## config.mk

```make
export PLATFORM = sky130hd
export DESIGN_NAME = tbwdg_top
export DESIGN_NICKNAME = d
export VERILOG_FILES = /design/src/hw/tbwdg_pkg.sv /design/src/hw/tbwdg_cnt_if.sv /design/src/hw/tbwdg_counter.sv /design/src/hw/tbwdg_top.sv
export VERILOG_INCLUDE_DIRS = /design/src /design/src/hw
export SDC_FILE = /design/constraint.sdc
export NUM_CORES = 1
export LEC_CHECK = 0
export ABC_AREA = 0
export ABC_CLOCK_PERIOD_IN_PS = 4800
export BUFFER_PORTS_ARGS = -buffer_cell sky130_fd_sc_hd__buf_2
export CAP_MARGIN = 20
export CORE_MARGIN = 10
export CORE_UTILIZATION = 26
export DETAILED_ROUTE_END_ITERATION = 12
export GPL_TIMING_DRIVEN = 0
export PLACE_DENSITY_LB_ADDON = 0.05
export SETUP_SLACK_MARGIN = 0.05
export SYNTH_ARGS = -nofsm -noshare
export SYNTH_HDL_FRONTEND = slang
export SYNTH_HIERARCHICAL = 1
export SYNTH_SLANG_ARGS = --single-unit
export TNS_END_PERCENT = 30
```

## constraint.sdc

```tcl
create_clock -name CLOCK -period 4.8 [get_ports CLOCK]
set_clock_uncertainty 0.15 [all_clocks]
set_input_delay 0.48 -clock CLOCK [delete_from_list [all_inputs] [get_ports CLOCK]]
set_output_delay 0.48 -clock CLOCK [all_outputs]
set_load 0.03 [all_outputs]
```

## src/hw/tbwdg_regs.svh

```systemverilog
// Register indices, field positions, reset values and counts of the timebase watchdog timer
`ifndef TBWDG_REGS_SVH
`define TBWDG_REGS_SVH

// Register indices; the byte address is four times the index
`define TBWDG_IDX_CSR 8'h0B
`define TBWDG_IDX_CAPTURE 8'h0C
`define TBWDG_IDX_OPTION 8'h0D

// Control/status fields
`define TBWDG_CSR_WDOG_DELAY 0
`define TBWDG_CSR_WDOG_EN 1
`define TBWDG_CSR_FORCE_STATUS 2
`define TBWDG_CSR_TBASE_FLAG 3
`define TBWDG_CSR_TBASE_IRQ_EN 4
`define TBWDG_CSR_TBASE_SEL 5
`define TBWDG_CSR_CAP_FLAG 6
`define TBWDG_CSR_CAP_IRQ_EN 7

// Option fields
`define TBWDG_OPT_HW_WDOG 0
`define TBWDG_OPT_RESET_ON_HALT 1
`define TBWDG_OPT_LONG_WAKE 2
`define TBWDG_OPT_RESET 3'h0

// Counter and timing counts
`define TBWDG_CNT_TERMINAL 13'h1F39
`define TBWDG_WAKE_SHORT 10'h100
`define TBWDG_WAKE_LONG 10'h200

`endif

```

## src/hw/tbwdg_pkg.sv

```systemverilog
// Types shared by the timebase watchdog timer modules
package tbwdg_pkg;
	typedef logic [7:0] tbwdg_adr_t;
	typedef logic [31:0] tbwdg_data_t;
	typedef logic [3:0] tbwdg_sel_t;
	typedef logic [12:0] tbwdg_count_t;

	typedef enum logic [1:0] {
		TBWDG_RUN = 2'h0,
		TBWDG_HALTED = 2'h1,
		TBWDG_WAKING = 2'h3
	} tbwdg_pwr_t;
endpackage : tbwdg_pkg

```

## src/hw/tbwdg_cnt_if.sv

```systemverilog
// Link between the watchdog control logic and the hidden free-running counter
`timescale 1ns/1ps
interface tbwdg_cnt_if;
	logic run;
	logic wrap;
	logic [7:0] msb;

	modport control (output run, input wrap, input msb);
	modport counter (input run, output wrap, output msb);
endinterface : tbwdg_cnt_if

```

## src/hw/tbwdg_counter.sv

```systemverilog
// Hidden 13-bit free-running upcounter with overflow event
`timescale 1ns/1ps
`include "tbwdg_regs.svh"
module tbwdg_counter #(
	parameter logic [12:0] TERMINAL = `TBWDG_CNT_TERMINAL
) (
	input wire logic clock,
	input wire logic reset,
	tbwdg_cnt_if.counter cnt
);
	import tbwdg_pkg::*;

	tbwdg_count_t count_ff;

	always_ff @(posedge clock) begin
		if (reset) begin
			count_ff <= 13'h0000;
		end else if (cnt.run) begin
			if (count_ff == TERMINAL) begin
				count_ff <= 13'h0000;
			end else begin
				count_ff <= count_ff + 13'h0001;
			end
		end
	end

	assign cnt.wrap = cnt.run && (count_ff == TERMINAL);
	assign cnt.msb = count_ff[12:5];
endmodule : tbwdg_counter

```

## src/hw/tbwdg_top.sv

```systemverilog
// Timebase, input capture and watchdog timer with a classic Wishbone register slave
//
// Register access over Wishbone and the address map were left to the implementer.
`timescale 1ns/1ps
`include "tbwdg_regs.svh"
module tbwdg_top #(
	parameter logic [2:0] OPTION_RESET = `TBWDG_OPT_RESET
) (
	input wire logic CLOCK,
	input wire logic RESET,
	input wire logic LOW_VOLTAGE_RESET,
	input wire logic CYC_I,
	input wire logic STB_I,
	input wire logic WE_I,
	input wire tbwdg_pkg::tbwdg_adr_t ADR_I,
	input wire tbwdg_pkg::tbwdg_data_t DAT_I,
	input wire tbwdg_pkg::tbwdg_sel_t SEL_I,
	output tbwdg_pkg::tbwdg_data_t DAT_O,
	output logic ACK_O,
	input wire logic HALT_ENTER,
	input wire logic EXT_WAKE,
	input wire logic CAPTURE_INPUT_PIN,
	output logic TIMEBASE_IRQ,
	output logic CAPTURE_IRQ,
	output logic WATCHDOG_RESET_REQ
);
	import tbwdg_pkg::*;

	// ------------------------------------------------------------
	// Declarations
	// ------------------------------------------------------------
	tbwdg_cnt_if cnt ();

	logic ack_ff;
	tbwdg_data_t dat_ff;
	logic access;
	logic wr_csr;
	logic wr_opt;
	logic rd_csr;
	logic rd_cap;
	logic [7:0] wdata;

	logic watchdog_delay_refresh_ff;
	logic watchdog_enable_ff;
	logic status_ff;
	logic tflag_ff;
	logic timebase_irq_enable_ff;
	logic tsel_ff;
	logic icf_ff;
	logic capture_irq_enable_ff;
	logic [7:0] capture_ff;
	logic [2:0] option_ff;

	logic half_ff;
	logic late_ff;
	logic active_q_ff;
	logic cap_pin_q_ff;
	logic req_ff;
	tbwdg_pwr_t pwr_ff;
	logic [9:0] wake_ff;

	logic active;
	logic period_end;
	logic tbase_event;
	logic capture_edge;
	logic enable_rise;
	logic trigger;

	// ------------------------------------------------------------
	// Helpers
	// ------------------------------------------------------------
	function automatic logic hit(input tbwdg_adr_t adr, input logic [7:0] idx);
		hit = (adr[7:2] == idx[5:0]) && (adr[1:0] == 2'h0);
	endfunction : hit

	// ------------------------------------------------------------
	// Hidden counter
	// ------------------------------------------------------------
	tbwdg_counter u_counter (
		.clock(CLOCK),
		.reset(RESET),
		.cnt(cnt.counter)
	);

	// Stopped with the oscillator in halt and during the wake delay
	assign cnt.run = (pwr_ff == TBWDG_RUN);

	// ------------------------------------------------------------
	// Bus slave
	// ------------------------------------------------------------
	// Answer one cycle after the request; effects land on the acknowledged edge
	assign access = CYC_I && STB_I && ack_ff;
	assign wdata = DAT_I[7:0];
	assign wr_csr = access && WE_I && SEL_I[0] && hit(ADR_I, `TBWDG_IDX_CSR);
	assign wr_opt = access && WE_I && SEL_I[0] && hit(ADR_I, `TBWDG_IDX_OPTION);
	assign rd_csr = access && !WE_I && hit(ADR_I, `TBWDG_IDX_CSR);
	assign rd_cap = access && !WE_I && hit(ADR_I, `TBWDG_IDX_CAPTURE);

	always_ff @(posedge CLOCK) begin
		if (RESET) begin
			ack_ff <= 1'b0;
		end else begin
			ack_ff <= CYC_I && STB_I && !ack_ff;
		end
	end

	// Read data is sampled in the request cycle; the timebase and status flag clears use these
	// sampled bits so a flag set in between is never lost, while a capture read clears its flag outright
	always_ff @(posedge CLOCK) begin
		if (RESET) begin
			dat_ff <= 32'h00000000;
		end else if (CYC_I && STB_I && !ack_ff) begin
			dat_ff <= 32'h00000000;
			if (hit(ADR_I, `TBWDG_IDX_CSR)) begin
				dat_ff[7:0] <= {capture_irq_enable_ff, icf_ff, tsel_ff, timebase_irq_enable_ff, tflag_ff, status_ff, watchdog_enable_ff, watchdog_delay_refresh_ff};
			end else if (hit(ADR_I, `TBWDG_IDX_CAPTURE)) begin
				dat_ff[7:0] <= capture_ff;
			end else if (hit(ADR_I, `TBWDG_IDX_OPTION)) begin
				dat_ff[2:0] <= option_ff;
			end
		end
	end

	assign ACK_O = ack_ff;
	assign DAT_O = dat_ff;

	// ------------------------------------------------------------
	// Software control bits
	// ------------------------------------------------------------
	always_ff @(posedge CLOCK) begin
		if (RESET) begin
			timebase_irq_enable_ff <= 1'b0;
			tsel_ff <= 1'b0;
			capture_irq_enable_ff <= 1'b0;
		end else if (wr_csr) begin
			timebase_irq_enable_ff <= wdata[`TBWDG_CSR_TBASE_IRQ_EN];
			tsel_ff <= wdata[`TBWDG_CSR_TBASE_SEL];
			capture_irq_enable_ff <= wdata[`TBWDG_CSR_CAP_IRQ_EN];
		end
	end

	// Option bits stand in for the option byte; reset restores the defaults
	always_ff @(posedge CLOCK) begin
		if (RESET) begin
			option_ff <= OPTION_RESET;
		end else if (wr_opt) begin
			option_ff <= wdata[2:0];
		end
	end

	// ------------------------------------------------------------
	// Timebase
	// ------------------------------------------------------------
	// Every second wrap closes a 15988 clock span
	always_ff @(posedge CLOCK) begin
		if (RESET) begin
			half_ff <= 1'b0;
		end else if (cnt.wrap) begin
			half_ff <= !half_ff;
		end
	end

	assign tbase_event = cnt.wrap && (!tsel_ff || half_ff);
	assign period_end = cnt.wrap && half_ff;

	always_ff @(posedge CLOCK) begin
		if (RESET) begin
			tflag_ff <= 1'b0;
		end else if (tbase_event) begin
			tflag_ff <= 1'b1;
		end else if (rd_csr && dat_ff[`TBWDG_CSR_TBASE_FLAG]) begin
			tflag_ff <= 1'b0;
		end
	end

	assign TIMEBASE_IRQ = tflag_ff && timebase_irq_enable_ff;

	// ------------------------------------------------------------
	// Input capture
	// ------------------------------------------------------------
	always_ff @(posedge CLOCK) begin
		if (RESET) begin
			cap_pin_q_ff <= CAPTURE_INPUT_PIN; // Follows the pin so no false edge appears at release
		end else begin
			cap_pin_q_ff <= CAPTURE_INPUT_PIN;
		end
	end

	assign capture_edge = (CAPTURE_INPUT_PIN != cap_pin_q_ff) && !icf_ff;

	always_ff @(posedge CLOCK) begin
		if (RESET) begin
			capture_ff <= 8'h00;
		end else if (capture_edge) begin
			capture_ff <= cnt.msb;
		end
	end

	always_ff @(posedge CLOCK) begin
		if (RESET) begin
			icf_ff <= 1'b0;
		end else if (capture_edge) begin
			icf_ff <= 1'b1;
		end else if (rd_cap) begin
			icf_ff <= 1'b0;
		end
	end

	assign CAPTURE_IRQ = icf_ff && capture_irq_enable_ff;

	// ------------------------------------------------------------
	// Watchdog
	// ------------------------------------------------------------
	assign active = option_ff[`TBWDG_OPT_HW_WDOG] || watchdog_enable_ff;
	assign enable_rise = active && !active_q_ff;

	always_ff @(posedge CLOCK) begin
		if (RESET) begin
			watchdog_enable_ff <= 1'b0;
		end else if (wr_csr) begin
			watchdog_enable_ff <= wdata[`TBWDG_CSR_WDOG_EN];
		end
	end

	always_ff @(posedge CLOCK) begin
		if (RESET) begin
			active_q_ff <= 1'b0;
		end else begin
			active_q_ff <= active;
		end
	end

	// A refresh written on the period edge wins over the hardware clear
	always_ff @(posedge CLOCK) begin
		if (RESET) begin
			watchdog_delay_refresh_ff <= 1'b0;
		end else if (wr_csr && wdata[`TBWDG_CSR_WDOG_DELAY]) begin
			watchdog_delay_refresh_ff <= 1'b1;
		end else if (period_end) begin
			watchdog_delay_refresh_ff <= 1'b0;
		end
	end

	// Remembers an unrefreshed period that passed while disabled
	always_ff @(posedge CLOCK) begin
		if (RESET) begin
			late_ff <= 1'b0;
		end else if (period_end && !active && !watchdog_delay_refresh_ff) begin
			late_ff <= 1'b1;
		end
	end

	// Survives the watchdog reset it reports; of the resets only a low-voltage reset clears it
	always_ff @(posedge CLOCK) begin
		if (RESET) begin
			if (LOW_VOLTAGE_RESET) begin
				status_ff <= 1'b0;
			end
		end else if (req_ff) begin
			status_ff <= 1'b1;
		end else if (wr_csr && wdata[`TBWDG_CSR_FORCE_STATUS]) begin
			status_ff <= 1'b1;
		end else if (rd_csr && dat_ff[`TBWDG_CSR_FORCE_STATUS]) begin
			status_ff <= 1'b0;
		end else if (wr_csr) begin
			status_ff <= 1'b0;
		end
	end

	always_comb begin
		trigger = 1'b0;
		if (pwr_ff == TBWDG_RUN) begin
			if (active && period_end && !watchdog_delay_refresh_ff) begin
				trigger = 1'b1;
			end
			if (enable_rise && late_ff && !watchdog_delay_refresh_ff) begin
				trigger = 1'b1;
			end
			if (enable_rise && status_ff) begin
				trigger = 1'b1;
			end
			if (wr_csr && wdata[`TBWDG_CSR_FORCE_STATUS] && active) begin
				trigger = 1'b1;
			end
			if (HALT_ENTER && active && option_ff[`TBWDG_OPT_RESET_ON_HALT]) begin
				trigger = 1'b1;
			end
		end
	end

	// One pulse only; the reset controller answers by asserting RESET
	always_ff @(posedge CLOCK) begin
		if (RESET) begin
			req_ff <= 1'b0;
		end else begin
			req_ff <= trigger && !req_ff;
		end
	end

	assign WATCHDOG_RESET_REQ = req_ff;

	// ------------------------------------------------------------
	// Halt handling
	// ------------------------------------------------------------
	always_ff @(posedge CLOCK) begin
		if (RESET) begin
			pwr_ff <= TBWDG_RUN;
		end else begin
			unique case (pwr_ff)
				TBWDG_RUN: begin
					if (HALT_ENTER && !(active && option_ff[`TBWDG_OPT_RESET_ON_HALT])) begin
						pwr_ff <= TBWDG_HALTED;
					end
				end
				TBWDG_HALTED: begin
					if (EXT_WAKE) begin
						pwr_ff <= TBWDG_WAKING;
					end
				end
				TBWDG_WAKING: begin
					if (wake_ff == 10'h001) begin
						pwr_ff <= TBWDG_RUN;
					end
				end
				default: begin
					pwr_ff <= TBWDG_RUN;
				end
			endcase
		end
	end

	// Wake delay counter loads on the external wake
	always_ff @(posedge CLOCK) begin
		if (RESET) begin
			wake_ff <= 10'h000;
		end else if (pwr_ff == TBWDG_HALTED && EXT_WAKE) begin
			wake_ff <= option_ff[`TBWDG_OPT_LONG_WAKE] ? `TBWDG_WAKE_LONG : `TBWDG_WAKE_SHORT;
		end else if (wake_ff != 10'h000) begin
			wake_ff <= wake_ff - 10'h001;
		end
	end
endmodule : tbwdg_top

```

# After elaboration in Yosys (flattened, before gate mapping)
# Cells that the tools add are included.
# word_totals
reg_bits	58
latch_bits	0
ram_bits	0
mem_bits_ro	0
input_bits	53
out_inout_bits	36
wordCells	124
memories	0
# classes
n_addsub	2
mul	0
div_mod_pow	0
magnitude_cmp	0
n_eq_ne	12
shift	0
muxes	30
bitwise	0
n_reduce_logical	60
# op_table
operator	count
$logic_and 1x1->1	38
$mux 10	3
$eq 6x4->1 const B	3
$mux 1	18
$add 13x1->13 const B	1
$eq 13x13->1 const B	1
$mux 13	1
$eq 10x1->1 const B	1
$logic_not 1->1	10
$reduce_bool 10->1	1
$sub 10x1->10 const B	1
$mux 8	1
$reduce_bool 2->1	4
$mux 2	3
$mux 3	2
$ne 2x2->1 const B	3
$pmux 2 s3	1
$mux 5	1
$reduce_bool 5->1	1
$logic_not 2->1	2
$reduce_and 3->1	1
$eq 2x1->1 const B	1
$eq 2x2->1 const B	1
$logic_or 1x1->1	2
other kinds (3)	3

# Longest topological paths before layout
# logic_depth
depth_word	12
depth_mapped	9

# Hierarchy
# The synthesis kept the hierarchy.
# by_module_without_submodules
module	instances	cells_per_inst	area_each_um2	seq_area_each_um2
tbwdg_top	1	257	2258.4	910.9
tbwdg_counter	1	78	694.4	260.2

# Worst setup path before layout
# Ideal clock, no wire load.
# synth_path
path_type	reg2reg
startpoint	register u_counter.count_ff[0]
endpoint	register req_ff, in the netlist WATCHDOG_RESET_REQ
setup_time_ns	0.086
arrival_ns	1.694
t_required_ns	4.564
slack_ns	2.870
stages_incl_launch_ff	8
n_path_buf	0
synth_period_minus_slack_ns	1.930
path_cell_list	dfxtp_1 > ha_1 > nand4bb_1 > nor4_2 > and2_1 > nand2_1 > o221a_2 > a211oi_1
# synth_via
elab_chain_cells	12
# synth_rtl
item	line	text
start, declared	tbwdg_counter.sv:13	tbwdg_count_t count_ff;
start signal, assigned	tbwdg_counter.sv:22	count_ff <= count_ff + 13'h0001;
$eq 13x13->1	tbwdg_counter.sv:27	assign cnt.wrap = cnt.run && (count_ff == TERMINAL);
$logic_and 1x1->1	tbwdg_counter.sv:27	
via cnt.wrap	tbwdg_cnt_if.sv:5	logic wrap;
$logic_and 1x1->1	tbwdg_top.sv:164	assign period_end = cnt.wrap && half_ff;
$logic_and 1x1->1 (2 in series)	tbwdg_top.sv:273	if (active && period_end && !watchdog_delay_refresh_ff) begin
$mux 1	tbwdg_top.sv:273	
$mux 1	tbwdg_top.sv:276	if (enable_rise && late_ff && !watchdog_delay_refresh_ff) begin
$mux 1	tbwdg_top.sv:279	if (enable_rise && status_ff) begin
$mux 1	tbwdg_top.sv:282	if (wr_csr && wdata[`TBWDG_CSR_FORCE_STATUS] && active) begin
$mux 1	tbwdg_top.sv:285	if (HALT_ENTER && active && option_ff[`TBWDG_OPT_RESET_ON_HALT]) begin
$mux 1	tbwdg_top.sv:272	if (pwr_ff == TBWDG_RUN) begin
$logic_and 1x1->1	tbwdg_top.sv:296	req_ff <= trigger && !req_ff;
end signal, assigned	tbwdg_top.sv:296	
end, declared	tbwdg_top.sv:58	logic req_ff;
# The timed path passes the listed nets, and every way through them passes these cells.
# A chain may end at the register's enable or synchronous reset.

# Final worst setup path
# Ends and elaborated chain as after synthesis.

==> results.tsv <==
metric	value	unit
die area	0.0160	sq mm
fmax	449	MHz
ys async rst share	0	%
Setup crit end	WATCHDOG_RESET_REQ	
placed cells	533	
Period Utilization, post-route	46.4	%
MaxCap Viol Count	0	
row cnt	38	
Detail Placement HPWL	5830	um
CP Data Required Time	4.89	ns
DR iter-0 viols	119	
NumNets Final	462	
gr usage total	9.61	%
CP startpoint kind	flip-flop	
Fillers	1154	
Least-Margin Pin Slew	0.752	ns
mux cell area share after synthesis	4.75	%
CTS tree	done	
root buf cell	clkbuf_16	
ys flop type	dfxtp_1	
Worst slew margin	49.8	%
area post-placement	0.00339	sq mm
min Tclk post-route	2.23	ns
DRT Pass-1 Iters	4	
setup TNS	0	ns
post-CTS setup buffers	0	
core area	0.0110	sq mm
largest family of logic cells by synthesized area	simple AND/OR/NAND/NOR gates	
Clk pin slew, worst setup/hold paths	0.05	ns
post-synthesis compound-gate area fraction	11.6	%
WL final	7600	um
H-tree depth	3	
Synth Cell Area	0.00295	sq mm
Placer Congestion	0.732	
Max FO, Critical Path	5	
Layout area overhead	24.0	%
share of layout cells above drive strength 1	24.3	%
post-CTS resize count	0	
Synth Area in XOR/XNOR	5.04	%
Min Hold Slack	0.136	ns
post-synthesis sequential area ratio	39.7	%
post-synthesis cell count	335	
Post-route DRC	0	
Setup CP Type	flip-flop to flip-flop	
overflow left after global routing	0	
YS warnings	6	
Initial Util	26.9	%
simple-gate share of the synthesized area	26.1	%
crit path from	u_counter/count_ff[0]	
cts bufs inserted	9	
final hold vios	0	
DR vias	2451	
die extent in x	127	um
Pwr Density	432	mW/mm^2
post-synth cell types	54	
# clock sinks	58	
RSZ-0062 raised after global routing	no	
clk_lat worst skew	0.32	ns
post-route cell area	0.00366	sq mm
die height	127	um
WL/cell	13.9	um
reg2reg end	WATCHDOG_RESET_REQ	
P_leak	1.51	nW
CP arrival	2.31	ns
launch point of the worst reg-to-reg path	u_counter/count_ff[0]	
Post-synth EDFFs	1	
fin. max-slew vios	0	
Worst VDD drop	0.165	mV
outcome	finished clean	
largest net degree at the start of global routing	11	
vias per cell	4.47	
global-route wire length before repair	12600	um
CTS hold repair buffers	0	
Finished Layout Cells	548	
Final setup viols	0	
number of port buffers	35	
reg-to-reg slack, setup	2.57	ns
initial antenna violation count	0	
Post-Synth Adder-Cell Area	2.12	%
worst hold path class	input port to flip-flop	
Mean Syn Cell Area	8.81	sq um
Crit. End Element	flip-flop	
Max Root-Sink Buffers	2	
boundary pin count	89	
Ant. Diodes	0	
DRT antenna net count	0	
number of global-route vias before repair	2409	
flop and latch count out of synthesis	58	
R2R cell count	7	
==> layout make-up <==
type	instances	area [sq um]	area share [%]
plain buffers	40	282	7.69
clock buffers	13	260	7.11
clock inverters	2	12.5	0.342
inverters	8	30.0	0.820
multi-input cells	252	1560	42.5
flip-flops and latches	58	1170	32.0
well taps	140	175	4.78
repair buffers	35	175	4.78
==> worst max-delay path, cell delays in order (launching register included) <==
cell and delay [ns]:
dfxtp_1 0.40, ha_1 0.18, nand4bb_1 0.11, nor4_2 0.41, and2_1 0.26, nand2_1 0.13, o221a_2 0.29, a211oi_1 0.21
==> synth_stat cells (all sizes together) (2+ instances only) <==
library cell | count | area [sq um]
clkbuf | 6 | 22.5
o21bai | 2 | 15.0
o31ai | 5 | 37.5
and3 | 2 | 12.5
nand3b | 3 | 22.5
ha | 5 | 62.6
nor3b | 3 | 22.5
inv | 8 | 30.0
or3 | 3 | 20.0
or3b | 3 | 26.3
dfxtp | 57 | 1140
buf | 34 | 259
and4 | 2 | 17.5
xor2 | 4 | 35.0
o21ai | 4 | 20.0
and3b | 2 | 17.5
nand4 | 5 | 37.5
nor4 | 9 | 83.8
xnor2 | 13 | 114
and2 | 4 | 25.0
mux2i | 14 | 140
a21oi | 20 | 100
or4 | 4 | 33.8
nor3 | 8 | 45.0
a221oi | 5 | 43.8
a211oi | 6 | 45.0
nand3 | 9 | 45.0
nor2 | 48 | 188
nand2b | 10 | 62.6
nand2 | 21 | 78.8
a31o | 2 | 17.5
==> placed cells by master (no fill, tap or decap), drive strengths merged, types with 10 or more instances in the layout <==
cell type	synthesis	layout
a21oi	20	20
buf	34	69
clkbuf	6	19
conb	1	24
dfxtp	57	57
mux2i	14	14
nand2	21	21
nand2b	10	10
nor2	48	48
xnor2	13	13
==> sequential cells by signal (all words and copies together), names as in the netlist <==
register,count
u_counter/count_ff,13
wake_ff,10
DAT_O,8
capture_ff,8
option_ff,3
pwr_ff,2
ACK_O,1
WATCHDOG_RESET_REQ,1
active_q_ff,1
cap_pin_q_ff,1
capture_irq_enable_ff,1
half_ff,1
icf_ff,1
late_ff,1
status_ff,1
tflag_ff,1
timebase_irq_enable_ff,1
tsel_ff,1
watchdog_delay_refresh_ff,1
watchdog_enable_ff,1
==> power by group <==
part	internal [mW]	switching, mW	leakage [nW]
combinational	0.186	0.224	0.908
clock	0.373	0.215	0.132
sequential	0.531	0.0526	0.473
==> worst min path at each step <==
stage                      start           end  cells after the start
3_3_place_gp            DAT_O[1]      DAT_O[1]                      2
2_1_floorplan            late_ff       late_ff                      2
4_1_cts        CAPTURE_INPUT_PIN  cap_pin_q_ff                      1
3_5_place_dp            DAT_O[1]      DAT_O[1]                      2
6_report       CAPTURE_INPUT_PIN  cap_pin_q_ff                      1
5_1_grt        CAPTURE_INPUT_PIN  cap_pin_q_ff                      1
==> layer usage <==
| metal | global-route usage [%] | up-vias | routed length [um] |
|---|---|---|---|
| met2 | 14.3 | 59 | 3280 |
| met3 | 2.83 | 8 | 470 |
| met4 | 3.82 | 0 | 87 |
| li1 | - | 1264 | - |
| met5 | 0 | - | 0 |
| met1 | 12.7 | 1120 | 3760 |
==> through the flow <==
step / total power [mW] / utilization [%] / setup WS (ns)
after floorplan: 0.913 / - / 2.87
after global placement: 1.00 / 30.9 / 2.43
after global routing: 1.68 / 33.3 / 2.36
after CTS: 1.60 / 33.3 / 2.49
after detailed placement: 1.00 / 30.9 / 2.45
final: 1.58 / 33.3 / 2.57
==> cell families after synthesis <==
family	Yosys count
AND/OR/NAND/NOR	140
flip-flops	58
other	1
adder cells (fa/ha/maj)	5
XOR/XNOR	17
multiplexers	14
AO/OA/AOI/OAI	52
buffers and inverters	48
No activity file was read; power rests on OpenSTA's default activity.
